===== src/rtl/kapc_pkg.sv =====
// Constants, field layout and types of the keep-alive packet control block
package kapc_pkg;

	////////////////////////////////////////////////////////////////////////////
	// Register port
	localparam int          ADDR_W        = 4;
	localparam int          DATA_W        = 32;
	localparam logic [3:0]  REG_CTRL      = 4'h0;
	localparam logic [3:0]  REG_STATUS    = 4'h4;
	localparam logic [31:0] CTRL_RESET    = 32'h0;

	// Control register fields
	localparam int          CTRL_KA_EN    = 0;
	localparam int          CTRL_FIFO_MSK = 1;
	localparam int          CTRL_CFG_LSB  = 2;
	localparam int          CTRL_CFG_MSB  = 3;
	localparam logic [1:0]  CFG_MII       = 2'h1;
	localparam logic [1:0]  CFG_EXT_MII   = 2'h2;

	// Status register fields
	localparam int          STAT_SEC_LSB  = 0;
	localparam int          STAT_CNT_LSB  = 16;
	localparam int          STAT_BUSY     = 24;
	localparam int          STAT_PEND     = 25;

	////////////////////////////////////////////////////////////////////////////
	// Frame header fields
	localparam int          HDR_RND_DIS   = 28;
	localparam int          HDR_FINAL     = 24;
	localparam int          HDR_DISCARD   = 23;
	localparam int          HDR_PKTID_MSB = 9;
	localparam int          HDR_PKTID_LSB = 2;
	localparam int          HDR_BND_MSB   = 1;
	localparam int          HDR_BND_LSB   = 0;

	// Keep-alive control word fields
	localparam int          CTL_ALERT_MSB = 31;
	localparam int          CTL_ALERT_LSB = 29;
	localparam int          CTL_HOST_PWR  = 28;
	localparam int          CTL_TRIG_MSB  = 27;
	localparam int          CTL_TRIG_LSB  = 24;
	localparam int          CTL_INT_MSB   = 15;
	localparam int          CTL_INT_LSB   = 0;

	////////////////////////////////////////////////////////////////////////////
	// Timing
	localparam int          SYS_CLK_HZ    = 20_000_000;
	localparam int          TICK_S        = 1;
	localparam int          TICK_CYCLES   = SYS_CLK_HZ * TICK_S;
	localparam int          SEC_W         = 16;
	localparam logic [7:0]  ALERT_IDLE    = 8'hff;

	// Scan engine states
	typedef enum logic [1:0] {
		KAPC_IDLE,
		KAPC_READ,
		KAPC_EVAL,
		KAPC_SEND
	} kapc_state_e;

	// Pin number from the encoded alert field; codes 2 and 3 are swapped
	function automatic logic [2:0] kapc_alert_pin(input logic [2:0] code);
		unique case (code)
			3'h3: kapc_alert_pin = 3'h2;
			3'h2: kapc_alert_pin = 3'h3;
			default: kapc_alert_pin = code;
		endcase
	endfunction : kapc_alert_pin

endpackage : kapc_pkg


===== src/rtl/kapc_timer_if.sv =====
// Link between the scan engine and the hidden interval timer
`timescale 1ns/1ps
interface kapc_timer_if;
	logic        clear;   // Hold timer at zero
	logic        tick;    // One-cycle pulse each second
	logic [15:0] seconds; // Seconds elapsed, valid with tick

	modport timer (input clear, output tick, output seconds);
	modport user  (output clear, input tick, input seconds);
endinterface : kapc_timer_if


===== src/rtl/kapc_interval_timer.sv =====
// Hidden interval timer: prescaler to one-second ticks and a seconds count
`timescale 1ns/1ps
module kapc_interval_timer #(
	parameter int TICK_CYCLES = kapc_pkg::TICK_CYCLES
) (
	input  wire logic  sys_clk,
	input  wire logic  nrst,
	kapc_timer_if.timer tif
);
	import kapc_pkg::*;

	localparam int PW = $clog2(TICK_CYCLES + 1);

	logic [PW-1:0]    presc_ff;
	logic [SEC_W-1:0] sec_ff;
	logic             tick_ff;
	wire              wrap;

	// End of one second
	assign wrap = (presc_ff == PW'(TICK_CYCLES - 1));

	////////////////////////////////////////////////////////////////////////////
	// Prescaler and seconds count, both held at zero while cleared
	always_ff @(posedge sys_clk) begin
		if (!nrst || tif.clear) begin
			presc_ff <= '0;
			sec_ff   <= '0;
			tick_ff  <= 1'b0;
		end else begin
			tick_ff  <= wrap;
			presc_ff <= wrap ? '0 : presc_ff + PW'(1);
			if (wrap) begin
				sec_ff <= sec_ff + SEC_W'(1);
			end
		end
	end

	assign tif.tick    = tick_ff;
	assign tif.seconds = sec_ff;

endmodule : kapc_interval_timer


===== src/rtl/kapc_control.sv =====
// Keep-alive packet control: decides when each stored packet is sent
`timescale 1ns/1ps
module kapc_control #(
	parameter int MAX_PKTS    = 16,
	parameter int IDX_W       = 4,
	parameter int TICK_CYCLES = kapc_pkg::TICK_CYCLES
) (
	input  wire logic                        sys_clk,
	input  wire logic                        nrst,
	// Register port
	input  wire logic [kapc_pkg::ADDR_W-1:0] reg_addr,
	input  wire logic [kapc_pkg::DATA_W-1:0] reg_wdata,
	input  wire logic                        reg_wr,
	input  wire logic                        reg_rd,
	output      logic [kapc_pkg::DATA_W-1:0] reg_rdata,
	// Stored packet fetch, data one cycle after the request
	output      logic                        kap_rd_en,
	output      logic [IDX_W-1:0]            kap_rd_index,
	input  wire logic [31:0]                 kap_frame_header,
	input  wire logic [31:0]                 kap_control_word,
	// Send request towards the transmit path
	output      logic                        tx_valid,
	input  wire logic                        tx_ready,
	output      logic [IDX_W-1:0]            tx_index,
	output      logic                        tx_roundup_en,
	output      logic [1:0]                  tx_roundup_boundary,
	output      logic                        tx_discard_on_max_collision,
	// System events
	input  wire logic [7:0]                  alert_pin_n,
	input  wire logic [15:0]                 wake_trigger_flags,
	input  wire logic                        host_bus_reset_n,
	input  wire logic                        host_bus_powered,
	input  wire logic                        transmit_reset_cmd
);
	import kapc_pkg::*;

	kapc_timer_if tif ();

	kapc_state_e      state_ff;
	kapc_state_e      nxt_state;
	logic [31:0]      ctrl_ff;
	logic [31:0]      rdata_ff;
	logic [IDX_W-1:0] idx_ff;
	logic [7:0]       sent_cnt_ff;
	logic [7:0]       alert_prev_ff;
	logic [15:0]      trig_prev_ff;
	logic             host_rst_prev_ff;
	logic             tick_pend_ff;
	logic [SEC_W-1:0] tick_sec_ff;
	logic [15:0]      trig_pend_ff;
	logic [7:0]       alert_pend_ff;
	logic             snap_tick_ff;
	logic [SEC_W-1:0] snap_sec_ff;
	logic [15:0]      snap_trig_ff;
	logic [7:0]       snap_alert_ff;
	logic [IDX_W-1:0] tx_index_ff;
	logic             tx_rnd_en_ff;
	logic [1:0]       tx_bnd_ff;
	logic             tx_discard_ff;
	logic             tx_final_ff;

	////////////////////////////////////////////////////////////////////////////
	// Control fields and event edges
	wire              ka_en;
	wire              fifo_rst_mask;
	wire [1:0]        cfg_mode;
	wire              mii_mode;
	wire [7:0]        alert_fall;
	wire [15:0]       trig_rise;
	wire              host_rst_rise;
	wire              any_pend;
	wire              start_pass;

	assign ka_en         = ctrl_ff[CTRL_KA_EN];
	assign fifo_rst_mask = ctrl_ff[CTRL_FIFO_MSK];
	assign cfg_mode      = ctrl_ff[CTRL_CFG_MSB:CTRL_CFG_LSB];
	assign mii_mode      = (cfg_mode == CFG_MII) || (cfg_mode == CFG_EXT_MII);
	assign alert_fall    = alert_prev_ff & ~alert_pin_n;
	assign trig_rise     = wake_trigger_flags & ~trig_prev_ff;
	assign host_rst_rise = host_bus_reset_n & ~host_rst_prev_ff;
	assign any_pend      = tick_pend_ff || (|trig_pend_ff) || (|alert_pend_ff);
	assign start_pass    = (state_ff == KAPC_IDLE) && any_pend;

	// Timer clear sources
	assign tif.clear = host_rst_rise | alert_fall[0] | alert_fall[1] |
	                   (transmit_reset_cmd & ~fifo_rst_mask) | ~ka_en;

	kapc_interval_timer #(
		.TICK_CYCLES (TICK_CYCLES)
	) u_timer (
		.sys_clk (sys_clk),
		.nrst    (nrst),
		.tif     (tif)
	);

	////////////////////////////////////////////////////////////////////////////
	// Field decode of the fetched packet words
	wire [2:0]        alert_code;
	wire [2:0]        alert_pin;
	wire              alert_pin_ok;
	wire              alert_hit;
	wire              host_pwr_only;
	wire [3:0]        trig_sel;
	wire              trig_hit;
	wire [15:0]       interval;
	wire [15:0]       low_zero;
	wire              timer_hit;
	wire              send_hit;
	wire              final_pkt;
	wire              last_slot;

	assign alert_code    = kap_control_word[CTL_ALERT_MSB:CTL_ALERT_LSB];
	assign alert_pin     = kapc_alert_pin(alert_code);
	assign alert_pin_ok  = (alert_pin < 3'h2) || !mii_mode;
	assign alert_hit     = (alert_code != 3'h0) && alert_pin_ok &&
	                       snap_alert_ff[alert_pin];
	assign host_pwr_only = kap_control_word[CTL_HOST_PWR];
	assign trig_sel      = kap_control_word[CTL_TRIG_MSB:CTL_TRIG_LSB];
	assign trig_hit      = (trig_sel != 4'h0) && snap_trig_ff[trig_sel];
	assign interval      = kap_control_word[CTL_INT_MSB:CTL_INT_LSB];

	// Bit k matches when the seconds count is a multiple of 2^k; bit 0 every second
	genvar k;
	generate
		for (k = 0; k < 16; k++) begin : g_low_zero
			if (k == 0) begin : g_first
				assign low_zero[k] = 1'b1;
			end else begin : g_rest
				assign low_zero[k] = ~|snap_sec_ff[k-1:0];
			end
		end
	endgenerate

	assign timer_hit = snap_tick_ff && (|(interval & low_zero)) &&
	                   (!host_pwr_only || host_bus_powered);
	// One decision per packet per pass, however many causes agree
	assign send_hit  = timer_hit || trig_hit || alert_hit;
	assign final_pkt = kap_frame_header[HDR_FINAL];
	assign last_slot = (idx_ff == IDX_W'(MAX_PKTS - 1));

	////////////////////////////////////////////////////////////////////////////
	// Scan engine next state
	always_comb begin
		nxt_state = state_ff;
		unique case (state_ff)
			KAPC_IDLE: begin
				if (start_pass) begin
					nxt_state = KAPC_READ;
				end
			end
			KAPC_READ: nxt_state = KAPC_EVAL;
			KAPC_EVAL: begin
				if (send_hit) begin
					nxt_state = KAPC_SEND;
				end else if (final_pkt || last_slot) begin
					nxt_state = KAPC_IDLE;
				end else begin
					nxt_state = KAPC_READ;
				end
			end
			KAPC_SEND: begin
				if (tx_ready) begin
					nxt_state = (tx_final_ff || last_slot) ? KAPC_IDLE : KAPC_READ;
				end
			end
		endcase
	end

	// Scan engine state and packet index
	always_ff @(posedge sys_clk) begin
		if (!nrst) begin
			state_ff <= KAPC_IDLE;
			idx_ff   <= '0;
		end else begin
			state_ff <= nxt_state;
			if (start_pass) begin
				idx_ff <= '0;
			end else if (nxt_state == KAPC_READ && state_ff != KAPC_IDLE) begin
				idx_ff <= idx_ff + IDX_W'(1);
			end
		end
	end

	////////////////////////////////////////////////////////////////////////////
	// Edge history of the event inputs
	always_ff @(posedge sys_clk) begin
		if (!nrst) begin
			alert_prev_ff    <= ALERT_IDLE;
			trig_prev_ff     <= '0;
			host_rst_prev_ff <= 1'b1;
		end else begin
			alert_prev_ff    <= alert_pin_n;
			trig_prev_ff     <= wake_trigger_flags;
			host_rst_prev_ff <= host_bus_reset_n;
		end
	end

	// Pending events; new events win over the consume at pass start
	always_ff @(posedge sys_clk) begin
		if (!nrst || !ka_en) begin
			tick_pend_ff  <= 1'b0;
			tick_sec_ff   <= '0;
			trig_pend_ff  <= '0;
			alert_pend_ff <= '0;
		end else begin
			tick_pend_ff  <= (tick_pend_ff && !start_pass) || tif.tick;
			trig_pend_ff  <= (start_pass ? 16'h0 : trig_pend_ff) | trig_rise;
			alert_pend_ff <= (start_pass ? 8'h0 : alert_pend_ff) | alert_fall;
			if (tif.tick) begin
				tick_sec_ff <= tif.seconds;
			end
		end
	end

	// Snapshot of the causes evaluated by one pass
	always_ff @(posedge sys_clk) begin
		if (!nrst) begin
			snap_tick_ff  <= 1'b0;
			snap_sec_ff   <= '0;
			snap_trig_ff  <= '0;
			snap_alert_ff <= '0;
		end else if (start_pass) begin
			snap_tick_ff  <= tick_pend_ff;
			snap_sec_ff   <= tick_sec_ff;
			snap_trig_ff  <= trig_pend_ff;
			snap_alert_ff <= alert_pend_ff;
		end
	end

	////////////////////////////////////////////////////////////////////////////
	// Send attributes; packet identifier bits are not used
	always_ff @(posedge sys_clk) begin
		if (!nrst) begin
			tx_index_ff   <= '0;
			tx_rnd_en_ff  <= 1'b0;
			tx_bnd_ff     <= 2'h0;
			tx_discard_ff <= 1'b0;
			tx_final_ff   <= 1'b0;
		end else if (state_ff == KAPC_EVAL && send_hit) begin
			tx_final_ff   <= final_pkt;
			tx_index_ff   <= idx_ff;
			tx_rnd_en_ff  <= !kap_frame_header[HDR_RND_DIS];
			tx_bnd_ff     <= kap_frame_header[HDR_BND_MSB:HDR_BND_LSB];
			tx_discard_ff <= kap_frame_header[HDR_DISCARD];
		end
	end

	// Count of packets handed to the transmit path
	always_ff @(posedge sys_clk) begin
		if (!nrst) begin
			sent_cnt_ff <= '0;
		end else if (tx_valid && tx_ready) begin
			sent_cnt_ff <= sent_cnt_ff + 8'h01;
		end
	end

	assign kap_rd_en                   = (state_ff == KAPC_READ);
	assign kap_rd_index                = idx_ff;
	assign tx_valid                    = (state_ff == KAPC_SEND);
	assign tx_index                    = tx_index_ff;
	assign tx_roundup_en               = tx_rnd_en_ff;
	assign tx_roundup_boundary         = tx_bnd_ff;
	assign tx_discard_on_max_collision = tx_discard_ff;

	////////////////////////////////////////////////////////////////////////////
	// Register port decode
	wire        sel_ctrl;
	wire        sel_stat;
	wire [31:0] stat_word;
	wire [31:0] rd_mux;

	assign sel_ctrl  = (reg_addr == REG_CTRL);
	assign sel_stat  = (reg_addr == REG_STATUS);
	assign stat_word = {6'h0, any_pend, (state_ff != KAPC_IDLE), sent_cnt_ff, tif.seconds};
	assign rd_mux    = sel_ctrl ? {28'h0, ctrl_ff[3:0]} :
	                   sel_stat ? stat_word : 32'h0;

	// Control register write
	always_ff @(posedge sys_clk) begin
		if (!nrst) begin
			ctrl_ff <= CTRL_RESET;
		end else if (reg_wr && sel_ctrl) begin
			ctrl_ff <= {28'h0, reg_wdata[3:0]};
		end
	end

	// Read data stands only in the cycle after the strobe
	always_ff @(posedge sys_clk) begin
		if (!nrst) begin
			rdata_ff <= '0;
		end else begin
			rdata_ff <= reg_rd ? rd_mux : 32'h0;
		end
	end

	assign reg_rdata = rdata_ff;

endmodule : kapc_control


===== config.mk =====
export PLATFORM = sky130hd
export DESIGN_NAME = kapc_control
export DESIGN_NICKNAME = d
export VERILOG_FILES = /design/src/rtl/kapc_pkg.sv /design/src/rtl/kapc_timer_if.sv /design/src/rtl/kapc_interval_timer.sv /design/src/rtl/kapc_control.sv
export SDC_FILE = /design/constraint.sdc
export NUM_CORES = 1
export LEC_CHECK = 0
export BUFFER_PORTS_ARGS = -buffer_cell sky130_fd_sc_hd__buf_4
export CAP_MARGIN = 15
export CORE_AREA = 10 10 161 118
export CTS_CLUSTER_SIZE = 10
export DETAILED_ROUTE_END_ITERATION = 6
export DIE_AREA = 0 0 171 128
export PLACE_DENSITY = 0.74
export SYNTH_ARGS = -nofsm -noshare
export SYNTH_HDL_FRONTEND = slang
export SYNTH_SLANG_ARGS = --single-unit

===== constraint.sdc =====
create_clock -name sys_clk -period 2.17 [get_ports sys_clk]
set_input_delay 0.434 -clock sys_clk [delete_from_list [all_inputs] [get_ports sys_clk]]
set_output_delay 0.434 -clock sys_clk [all_outputs]
set_load 0.02 [all_outputs]

==> results.tsv, run 1 <==
stage	metric	value	unit
run_status	status	finished with violations	
run_status	failing checks	negative setup slack	
setup_path	r2r setup slk	-0.02	ns
setup_path	Worst Setup SP	snap_sec_ff[3]$_SDFFE_PN0P_	
timing	PnR worst setup slack	-0.01852	ns
logic_synthesis	count of cell types in the netlist	48	
route	vias per cell	5.030	
placement	Port Buffers	108	
logic_synthesis	cells after synthesis	834	
route	antenna viol nets, final	0	
global_route	pin count of the biggest net entering global routing	41	
cells_and_area	share of cells above drive strength 1	24.28	%
setup_path	CP most frequent cell	buf_4	
cells_and_area	nets	1099	
clock_tree	clock-pin slew on the worst setup and hold paths	0.08	ns
logic_synthesis	number of synthesized flops with an enable pin	0	
logic_synthesis	ys async rst share	0	%
power_and_ir_drop	Int Power	5.383	mW
power_and_ir_drop	Flop pwr share	51.4	%
power_and_ir_drop	leakage power	3.681	nW
floorplan	starting density of the core	46.76	%
clock_tree	H-Tree Depth	4	
logic_synthesis	most common cell in the netlist	dfxtp_1	
job	max-cap violation count	0	
min_path	Hold Crit Start	kap_frame_header[28]	
route	routed via count	5940	
global_route	first-pass GRT wire length	28.56	mm
setup_path	Critical R2R Capture	state_ff[0]$_SDFF_PN0_	
logic_synthesis	largest area contributor in the netlist	dfxtp_1	
logic_synthesis	top area cells in the synthesized netlist	dfxtp_1 (53%), nand2_1 (5.6%), a21oi_1 (5.6%)	
timing	Fmax achieved	456.9	MHz
floorplan	die footprint	21890	um2
power_and_ir_drop	worst vdd ir	503.7	uV
route	first-pass iteration count of the detailed router	5	
cells_and_area	Synth-to-Final Area Change	27.62	%
logic_synthesis	post-synth design cell area	7483	um2
power_and_ir_drop	Psw	1.752	mW
floorplan	Die Wd	171	um
logic_synthesis	Commonest cells post-synth	dfxtp_1 (198), nand2_1 (112), nor2_1 (109), a21oi_1 (83), clkbuf_1 (39)	
timing	Sum Neg Setup Slack	-0.01852	ns
timing	Final Hold Violating Endpoints	0	
clock_tree	Worst-Skew Late Latency	0.43	ns
min_path	Hold Crit Class	primary input to flop	
setup_path	reg2reg start	snap_sec_ff[3]$_SDFFE_PN0P_	
setup_path	worst-case reg-to-reg path depth	8	
logic_synthesis	ys flop type	dfxtp_1	
logic_synthesis	synth warn	0	
timing	Tcrit/Tclk final	100.9	%
logic_synthesis	syn avg cell area	8.973	um2
floorplan	I/O pin cnt	178	
setup_path	WP data required	2.54	ns
timing	minimum clock period	2.189	ns
clock_tree	clock root cell	clkbuf_16	
global_route	vias in the first global route	5817	
logic_synthesis	Yosys reg bits	198	
cells_and_area	Antenna Cells	0	
logic_synthesis	post-synth top area share	52.97	%
global_route	initial antenna violation count	0	
setup_path	CP cell instances	or4_4 -> nor4b_2 -> buf_4 -> o31ai_4 -> a311o_1 -> buf_4 -> buf_4 -> a21oi_2	
route	routed length per placed instance	14.71	um
timing	fin. max-slew vios	0	
min_path	WHS Path Cells	2	
route	DR iter-0 viols	343	
setup_path	CP Launch Type	flop	
logic_synthesis	register area share after synthesis	52.97	%
timing	Max Clock Skew	0.01691	ns
setup_path	CP max stage delay	0.53	ns
min_path	Hold EP	tx_roundup_en$_SDFFE_PN0P_	
timing	RSZ-0062 raised after global routing	yes	
power_and_ir_drop	P per Cell Area	747.1	nW/um2
global_route	Tot GR Track Use	15.90	%
clock_tree	hold buffers post-CTS	0	
placement	DP Worst Slack	-0.3178	ns
power_and_ir_drop	Gate power share	4.7	%
power_and_ir_drop	Power Total	7.135	mW
clock_tree	CTS tree	done	
power_and_ir_drop	Clk pwr share	43.8	%
setup_path	CP max FO	4	
clock_tree	CTS Buf Count	17	
clock_tree	clock sink count	198	
setup_path	Slowest cell on crit path	or4_4	
floorplan	Core Footprint	16010	um2
placement	gpl congestion	0.8213	
power_and_ir_drop	Net Sw Frac	24.56	%
floorplan	Die Y	128	um
cells_and_area	Filler cells	1432	
floorplan	row count	39	
route	final WL	17.37	mm
placement	HPWL after DPL	12.36	mm
route	Post-route DRC	0	
clock_tree	deepest clock path buffer count	2	
timing	final setup vio count	1	
setup_path	Worst Path Arrival	2.56	ns
setup_path	Crit. End Element	flop	
setup_path	WS Path Type	flop to flop	
global_route	GRT overflow	0	
[placed cells by master (no fill, tap or decap), types with 9 or more instances in the layout]
cell,n
nor2b_1,25
inv_1,13
or3_1,9
a21oi_2,9
clkbuf_16,17
nand2_1,106
nand3_1,20
nand2b_1,12
o21ai_0,10
nand4_1,11
nor2_1,106
mux2i_1,25
and2_1,38
xor2_1,28
and3_1,14
dfxtp_1,193
a21oi_1,74
buf_4,150
xnor2_1,13
[per-stage QoR]
step                      cells  instance area [um2]  hold WS (ns)  util [%]
final                      1181                 9550        0.1875     59.67
after detailed placement   1148                 8747        0.4414     54.65
after floorplan             839                 7502        0.4175         -
after global routing       1181                 9550        0.1756     59.67
after CTS                  1180                 9410        0.1569     58.79
after global placement     1148                 8747        0.4286     54.65
[flip-flops by register name, indices dropped and copies added, names as in the netlist, 15 cells and up]
name,cells
reg_rdata,26
u_timer.presc_ff,25
trig_prev_ff,16
trig_pend_ff,16
u_timer.tif.seconds,16
snap_sec_ff,15
snap_trig_ff,15
tick_sec_ff,15
[layout make-up]
type | instances | area (um2) | area share, %
clock inverters | 15 | 183.9 | 1.926
multi-input cells | 576 | 3450 | 36.12
well taps | 205 | 256.5 | 2.686
repair buffers | 155 | 1209 | 12.66
inverters | 15 | 56.30 | 0.5895
clock buffers | 17 | 425.4 | 4.454
flip-flops and latches | 198 | 3970 | 41.57
[worst max-delay path, delay by kind of cell (launching register included)]
family | cells | cell delay (ns)
buffers and inverters | 3 | 0.46
AOI/OAI and AO/OA | 3 | 0.58
DFF | 1 | 0.32
and+or+nand+nor | 2 | 0.75
[kinds of logic after synthesis]
logic type	after synthesis	synth area share, %
DFF	198	52.97
xor gates and xnor gates	41	4.799
buffers and inverters	65	3.578
muxes	32	5.099
other	1	0.05011
AOI/OAI and AO/OA	114	8.661
and+or+nand+nor	379	24.18
adders and majority gates	4	0.6688
[repair_timing]
action	in CTS	in global routing
cloned	0	0
setup endpoints to repair	18	33
buffers inserted	0	1
resized for setup	12	36
pin swaps	6	20
[per-layer routing]
layer | vias up | track usage [%] | wire length [um]
met5 | - | 0 | 0
met4 | 0 | 5.711 | 252
met3 | 19 | 3.662 | 1001
met2 | 125 | 25.32 | 7884
met1 | 2767 | 20.71 | 8232
li1 | 3029 | - | -
[worst max path at each step]
stage	cells past startpoint	slack, ns	to
6_report	8	-0.02	state_ff[0]$_SDFF_PN0_
4_1_cts	8	-0.06	kap_rd_index[2]$_SDFFE_PP0P_
2_1_floorplan	9	0.006	u_timer.tif.seconds[15]$_SDFFE_PP0P_
3_3_place_gp	9	-0.29	kap_rd_index[2]$_SDFFE_PP0P_
5_1_grt	6	-0.13	kap_rd_index[0]$_SDFFE_PP0P_
3_5_place_dp	9	-0.32	kap_rd_index[2]$_SDFFE_PP0P_
[power by group through the flow]
stage          logic, mW  registers, mW  clock network [mW]
5_1_grt            0.372           3.68                3.34
6_report           0.338           3.67                3.13
2_1_floorplan      0.162           3.75                   0
3_3_place_gp       0.325           3.76                   0
4_1_cts            0.332           3.67                3.19
3_5_place_dp       0.329           3.76                   0
Note: power is estimated with default switching activity, not from simulation.
==> run 2: changes to the inputs <==
--- a/config.mk
+++ b/config.mk
@@ -12,6 +12,7 @@
 export DETAILED_ROUTE_END_ITERATION = 6
 export DIE_AREA = 0 0 171 128
 export PLACE_DENSITY = 0.74
+export REMOVE_ABC_BUFFERS = 1
 export SYNTH_ARGS = -nofsm -noshare
 export SYNTH_HDL_FRONTEND = slang
 export SYNTH_SLANG_ARGS = --single-unit
==> results.tsv, run 2 (synthesis results as in run 1) <==
stage	metric	value	unit
timing	Worst slew margin	64.01	%
run_status	status	finished with violations	
timing	Max Clock Skew	0.008571	ns
placement	DP Cell Count	1144	
timing	minimum clock period	2.280	ns
power_and_ir_drop	Gate power share	4.6	%
cells_and_area	multi-input logic area	3446	um2
floorplan	die footprint	21890	um2
timing	final setup vio count	15	
cells_and_area	Final Non-Filler Cells	1176	
global_route	vias in the first global route	5556	
power_and_ir_drop	Power Total	7.205	mW
global_route	GR Util met1	21.45	%
cells_and_area	Reg area	3968	um2
setup_path	r2r setup slk	-0.11	ns
min_path	Hold Crit Start	kap_frame_header[28]	
power_and_ir_drop	Psw	1.538	mW
global_route	first-pass GRT wire length	27.79	mm
setup_path	Crit. End Element	flop	
clock_tree	deepest clock path buffer count	2	
setup_path	crit path buf inv count	2	
setup_path	reg2reg start	snap_sec_ff[0]$_SDFFE_PN0P_	
timing	Slew @ Worst Pin	0.5391	ns
cells_and_area	nets	1095	
job	max-cap violation count	0	
floorplan	Die Wd	171	um
placement	Port Buffers	108	
global_route	initial antenna violation count	0	
timing	PnR worst setup slack	-0.1105	ns
cells_and_area	commonest non-fill, non-tap cell in the layout	dfxtp_1	
global_route	met3 Track Usage GR	4.492	%
setup_path	CP Launch Type	flop	
route	final WL	17.28	mm
global_route	Tot GR Track Use	15.45	%
timing	Sum Neg Setup Slack	-1.139	ns
setup_path	Critical R2R Capture	tx_index[1]$_SDFFE_PN0P_	
power_and_ir_drop	leakage power	3.638	nW
route	DR iter-0 viols	370	
run_status	failing checks	negative setup slack	
setup_path	CP max stage delay	0.56	ns
floorplan	I/O pin cnt	178	
setup_path	CP cell instances	or4_4 -> nor4b_4 -> buf_4 -> o31ai_4 -> a311oi_4 -> buf_2 -> nand2_1 -> a21oi_1	
floorplan	starting density of the core	46.76	%
cells_and_area	max reg flops	26	
clock_tree	clock sink count	198	
timing	fin. max-slew vios	0	
cells_and_area	most frequent cells in the layout	dfxtp_1 (195), buf_4 (146), nor2_1 (108)	
global_route	gr busiest metal	met2	
cells_and_area	share of cells above drive strength 1	22.86	%
setup_path	worst-case reg-to-reg path depth	8	
setup_path	WS Path Type	flop to flop	
min_path	Hold EP	tx_roundup_en$_SDFFE_PN0P_	
min_path	Hold Crit Class	primary input to flop	
global_route	GRT overflow	0	
route	routed via count	5897	
min_path	WHS Path Cells	2	
placement	HPWL after DPL	12.40	mm
power_and_ir_drop	P per Cell Area	760.2	nW/um2
route	antenna viol nets, final	0	
clock_tree	CTS Buf Count	17	
power_and_ir_drop	Int Power	5.667	mW
timing	Tcrit/Tclk final	105.1	%
global_route	pin count of the biggest net entering global routing	44	
clock_tree	Worst-Skew Late Latency	0.42	ns
timing	Final Hold Violating Endpoints	0	
timing	Fmax achieved	438.5	MHz
route	Post-route DRC	0	
power_and_ir_drop	Flop pwr share	51.0	%
clock_tree	H-Tree Depth	4	
setup_path	CP max FO	7	
clock_tree	CTS tree	done	
floorplan	Core Footprint	16010	um2
route	first-pass iteration count of the detailed router	5	
power_and_ir_drop	worst vdd ir	383.0	uV
placement	gpl congestion	0.8337	
power_and_ir_drop	Clk pwr share	44.4	%
clock_tree	clock root cell	clkbuf_16	
power_and_ir_drop	Net Sw Frac	21.34	%
route	routed length per placed instance	14.69	um
cells_and_area	Antenna Cells	0	
cells_and_area	Filler cells	1420	
setup_path	WP data required	2.53	ns
setup_path	Worst Path Arrival	2.64	ns
setup_path	Slowest cell on crit path	or4_4	
floorplan	row count	39	
setup_path	critical path's top delay family	simple AND/OR/NAND/NOR gates	
clock_tree	hold buffers post-CTS	0	
global_route	met2 usage	22.49	%
cells_and_area	Synth-to-Final Area Change	26.65	%
clock_tree	clock-pin slew on the worst setup and hold paths	0.07	ns
timing	RSZ-0062 raised after global routing	yes	
floorplan	Die Y	128	um
route	vias per cell	5.014	
==> run 2: cell count changes in the layout (fill, tap and decap cells not counted), sizes merged <==
cell / delta
bufinv: +3
inv: -2
clkinv: -9
clkbuf: +3
clkinvlp: +4
buf: -4
==> run 2: per-layer routing <==
layer,wire length [um],part of all wire [%],vias up
li1,-,-,3018
met1,8521,49,2747
met2,7574,44,128
met3,1108,6.4,4
met4,75,0.43,0
met5,0,0,-
==> run 2: final cells by class <==
| class | instances | share of cell area (%) |
|---|---|---|
| Inverter | 15 | 0.5941 |
| Multi-Input combinational cell | 576 | 36.36 |
| Clock inverter | 11 | 1.584 |
| Tap cell | 205 | 2.706 |
| Clock buffer | 20 | 4.713 |
| Sequential cell | 198 | 41.86 |
| Timing Repair Buffer | 151 | 12.18 |
==> run 2: worst max-delay path by stage <==
| stage | start | end | slack, ns | depth (start not counted) |
|---|---|---|---|---|
| after floorplan | tick_pend_ff$_SDFF_PP0_ | kap_rd_index[2]$_SDFFE_PP0P_ | -0.95 | 6 |
| after CTS | snap_sec_ff[3]$_SDFFE_PN0P_ | kap_rd_index[2]$_SDFFE_PP0P_ | -0.06 | 9 |
| final | snap_sec_ff[0]$_SDFFE_PN0P_ | tx_index[1]$_SDFFE_PN0P_ | -0.11 | 8 |
| after detailed placement | kap_control_word[24] | kap_rd_index[0]$_SDFFE_PP0P_ | -0.43 | 7 |
| after global placement | kap_control_word[24] | kap_rd_index[0]$_SDFFE_PP0P_ | -0.38 | 7 |
| after global routing | snap_sec_ff[0]$_SDFFE_PN0P_ | kap_rd_index[2]$_SDFFE_PP0P_ | -0.21 | 8 |
==> run 2: timing repair <==
action / in CTS / in global routing
pin swaps: 8 / 7
resized for setup: 18 / 28
setup buffers: 0 / 1
gates cloned: 0 / 1
setup endpoints to repair: 20 / 65
==> run 2: worst reg2reg max path: cells and delay by family, from the launching register on <==
| kind | cells | cell delay [ns] |
|---|---|---|
| compound gates | 3 | 0.65 |
| buf+inv | 2 | 0.40 |
| flops | 1 | 0.32 |
| simple gates | 3 | 0.84 |
==> run 2: stage by stage <==
stage	worst slack [ns]	util [%]	hold WS, ns	area, um2
after floorplan	-0.9542	-	0.4175	7291
after global placement	-0.3821	54.31	0.4291	8692
after detailed placement	-0.4327	54.31	0.4400	8692
after CTS	-0.05908	58.47	0.1689	9358
after global routing	-0.2127	59.22	0.1795	9478
final	-0.1105	59.22	0.1920	9478
==> run 2: power groups by stage <==
| stage | logic [mW] | clock network (mW) | registers, mW |
|---|---|---|---|
| after global routing | 0.367 | 3.38 | 3.68 |
| after CTS | 0.329 | 3.24 | 3.68 |
| after global placement | 0.319 | 0 | 3.76 |
| after detailed placement | 0.323 | 0 | 3.76 |
| final | 0.333 | 3.20 | 3.68 |
| after floorplan | 0.132 | 0 | 3.75 |
==> run 3: changes to the inputs <==
--- a/config.mk
+++ b/config.mk
@@ -11,7 +11,7 @@
 export CTS_CLUSTER_SIZE = 10
 export DETAILED_ROUTE_END_ITERATION = 6
 export DIE_AREA = 0 0 171 128
-export PLACE_DENSITY = 0.74
+export PLACE_DENSITY_LB_ADDON = 0.3
 export REMOVE_ABC_BUFFERS = 1
 export SYNTH_ARGS = -nofsm -noshare
 export SYNTH_HDL_FRONTEND = slang
==> results.tsv, run 3 (synthesis results as in run 1) <==
stage	metric	value	unit
timing	RSZ-0062 raised after global routing	yes	
route	routed via count	5852	
setup_path	r2r setup slk	-0.12	ns
placement	gpl congestion	0.8636	
setup_path	CP Launch Type	flop	
floorplan	I/O pin cnt	178	
setup_path	worst-case reg-to-reg path depth	9	
setup_path	CP most frequent cell	buf_4	
cells_and_area	nets	1099	
setup_path	reg2reg start	snap_sec_ff[0]$_SDFFE_PN0P_	
global_route	vias in the first global route	5660	
route	routed length per placed instance	14.80	um
timing	Worst slew margin	65.51	%
power_and_ir_drop	P per Cell Area	784.7	nW/um2
run_status	failing checks	negative setup slack	
clock_tree	CTS Buf Count	17	
timing	Max Clock Skew	0.008955	ns
global_route	first-pass GRT wire length	28.34	mm
global_route	initial antenna violation count	0	
setup_path	Crit. End Element	flop	
clock_tree	clock sink count	198	
clock_tree	Worst-Skew Late Latency	0.43	ns
route	final WL	17.48	mm
placement	Port Buffers	108	
global_route	GRT overflow	0	
clock_tree	clock root cell	clkbuf_16	
setup_path	CP max stage delay	0.56	ns
timing	worst hold slack	0.1798	ns
setup_path	Worst Path Arrival	2.60	ns
timing	Fmax achieved	435.8	MHz
floorplan	Die Wd	171	um
timing	Slew @ Worst Pin	0.5146	ns
route	antenna viol nets, final	0	
timing	Final Hold Violating Endpoints	0	
route	met2 WL	7.584	mm
power_and_ir_drop	leakage power	3.698	nW
cells_and_area	most frequent cells in the layout	dfxtp_1 (196), buf_4 (152), nand2_1 (109)	
setup_path	crit path buf inv count	3	
setup_path	worst setup path endpoint	tx_index[1]$_SDFFE_PN0P_	
floorplan	die footprint	21890	um2
route	wire length on met1	8.654	mm
placement	Post-DP Area	8722	um2
setup_path	WS Path Type	flop to flop	
timing	fin. max-slew vios	0	
setup_path	CP cell instances	or4_4 -> nor4b_4 -> buf_4 -> o31ai_4 -> buf_4 -> a311o_1 -> buf_6 -> nand2_1 -> a21oi_2	
cells_and_area	max reg flops	26	
placement	DP Worst Slack	-0.3498	ns
route	DR iter-0 viols	355	
clock_tree	clock-pin slew on the worst setup and hold paths	0.07	ns
setup_path	Crit path depth	9	
floorplan	Die Y	128	um
cells_and_area	commonest non-fill, non-tap cell in the layout	dfxtp_1	
route	vias per cell	4.955	
setup_path	CP max FO	6	
clock_tree	CTS tree	done	
setup_path	Critical R2R Capture	tx_index[1]$_SDFFE_PN0P_	
clock_tree	deepest clock path buffer count	2	
timing	Sum Neg Setup Slack	-1.091	ns
job	max-cap violation count	0	
power_and_ir_drop	worst vdd ir	524.8	uV
clock_tree	H-Tree Depth	4	
route	first-pass iteration count of the detailed router	6	
floorplan	row count	39	
global_route	Tot GR Track Use	16.05	%
setup_path	critical path's top delay family	simple AND/OR/NAND/NOR gates	
route	met3 wire length	1.066	mm
min_path	Hold Crit Class	primary input to flop	
setup_path	WP data required	2.48	ns
setup_path	Worst Setup SP	snap_sec_ff[0]$_SDFFE_PN0P_	
timing	PnR worst setup slack	-0.1245	ns
timing	minimum clock period	2.295	ns
timing	Tcrit/Tclk final	105.7	%
setup_path	Slowest cell on crit path	or4_4	
floorplan	starting density of the core	46.76	%
route	Post-route DRC	0	
placement	HPWL after DPL	12.34	mm
cells_and_area	Antenna Cells	0	
cells_and_area	Synth-to-Final Area Change	27.17	%
route	Max Used Layer	met4	
timing	final setup vio count	14	
global_route	pin count of the biggest net entering global routing	43	
cells_and_area	share of cells above drive strength 1	22.54	%
floorplan	Core Footprint	16010	um2
cells_and_area	Finished Cell Area	9517	um2
run_status	status	finished with violations	
==> run 3: area by class of cell <==
cell class | instances | area [um2]
clock buffers | 21 | 460.4
clock inverters | 11 | 195.2
fillers | 1379 | 6489
inverters | 15 | 56.30
multi-input cells | 576 | 3395
flip-flops and latches | 198 | 3966
well taps | 205 | 256.5
repair buffers | 155 | 1187
==> run 3: worst min-delay path by stage <==
stage,slack [ns],from,depth (start not counted),to
after floorplan,0.42,u_timer.presc_ff[0]$_SDFF_PP0_,1,u_timer.presc_ff[0]$_SDFF_PP0_
after global placement,0.43,u_timer.presc_ff[0]$_SDFF_PP0_,1,u_timer.presc_ff[0]$_SDFF_PP0_
after detailed placement,0.44,u_timer.presc_ff[0]$_SDFF_PP0_,1,u_timer.presc_ff[0]$_SDFF_PP0_
after CTS,0.17,kap_frame_header[28],2,tx_roundup_en$_SDFFE_PN0P_
after global routing,0.17,kap_frame_header[28],2,tx_roundup_en$_SDFFE_PN0P_
final,0.18,kap_frame_header[28],2,tx_roundup_en$_SDFFE_PN0P_
==> run 3: power breakdown <==
group	internal, mW	switching (mW)	total (mW)
Combinational	0.154	0.169	0.323
Sequential	3.66	0.0139	3.68
Clock	2.11	1.36	3.47
==> run 3: routing by layer <==
metal,vias up,GRT usage (%)
met1,2685,21.41
met2,128,24.12
met5,-,0
met3,17,5.108
li1,3022,-
met4,0,5.150
==> run 3: worst register-to-register path, delay by kind of cell (launching register included) <==
kind / cells / cell delay (ns)
DFF: 1 / 0.32
and+or+nand+nor: 3 / 0.87
buffers and inverters: 3 / 0.47
AOI/OAI and AO/OA: 3 / 0.51
==> run 3: timing repair <==
item | 4_1_cts | 5_1_grt
buffers inserted | 0 | 1
resized for setup | 11 | 22
pin swaps | 9 | 8
setup endpoints to repair | 19 | 77
hold buffers | 0 | 0
==> run 3: per-stage QoR <==
| step | util, % | std cells | total power, mW |
|---|---|---|---|
| 6_report | 59.46 | 1181 | 7.468 |
| 5_1_grt | 59.46 | 1181 | 7.685 |
| 4_1_cts | 58.94 | 1180 | 7.512 |
| 3_5_place_dp | 54.50 | 1148 | 4.076 |
| 3_3_place_gp | 54.50 | 1148 | 4.073 |
| 2_1_floorplan | - | 789 | 3.886 |
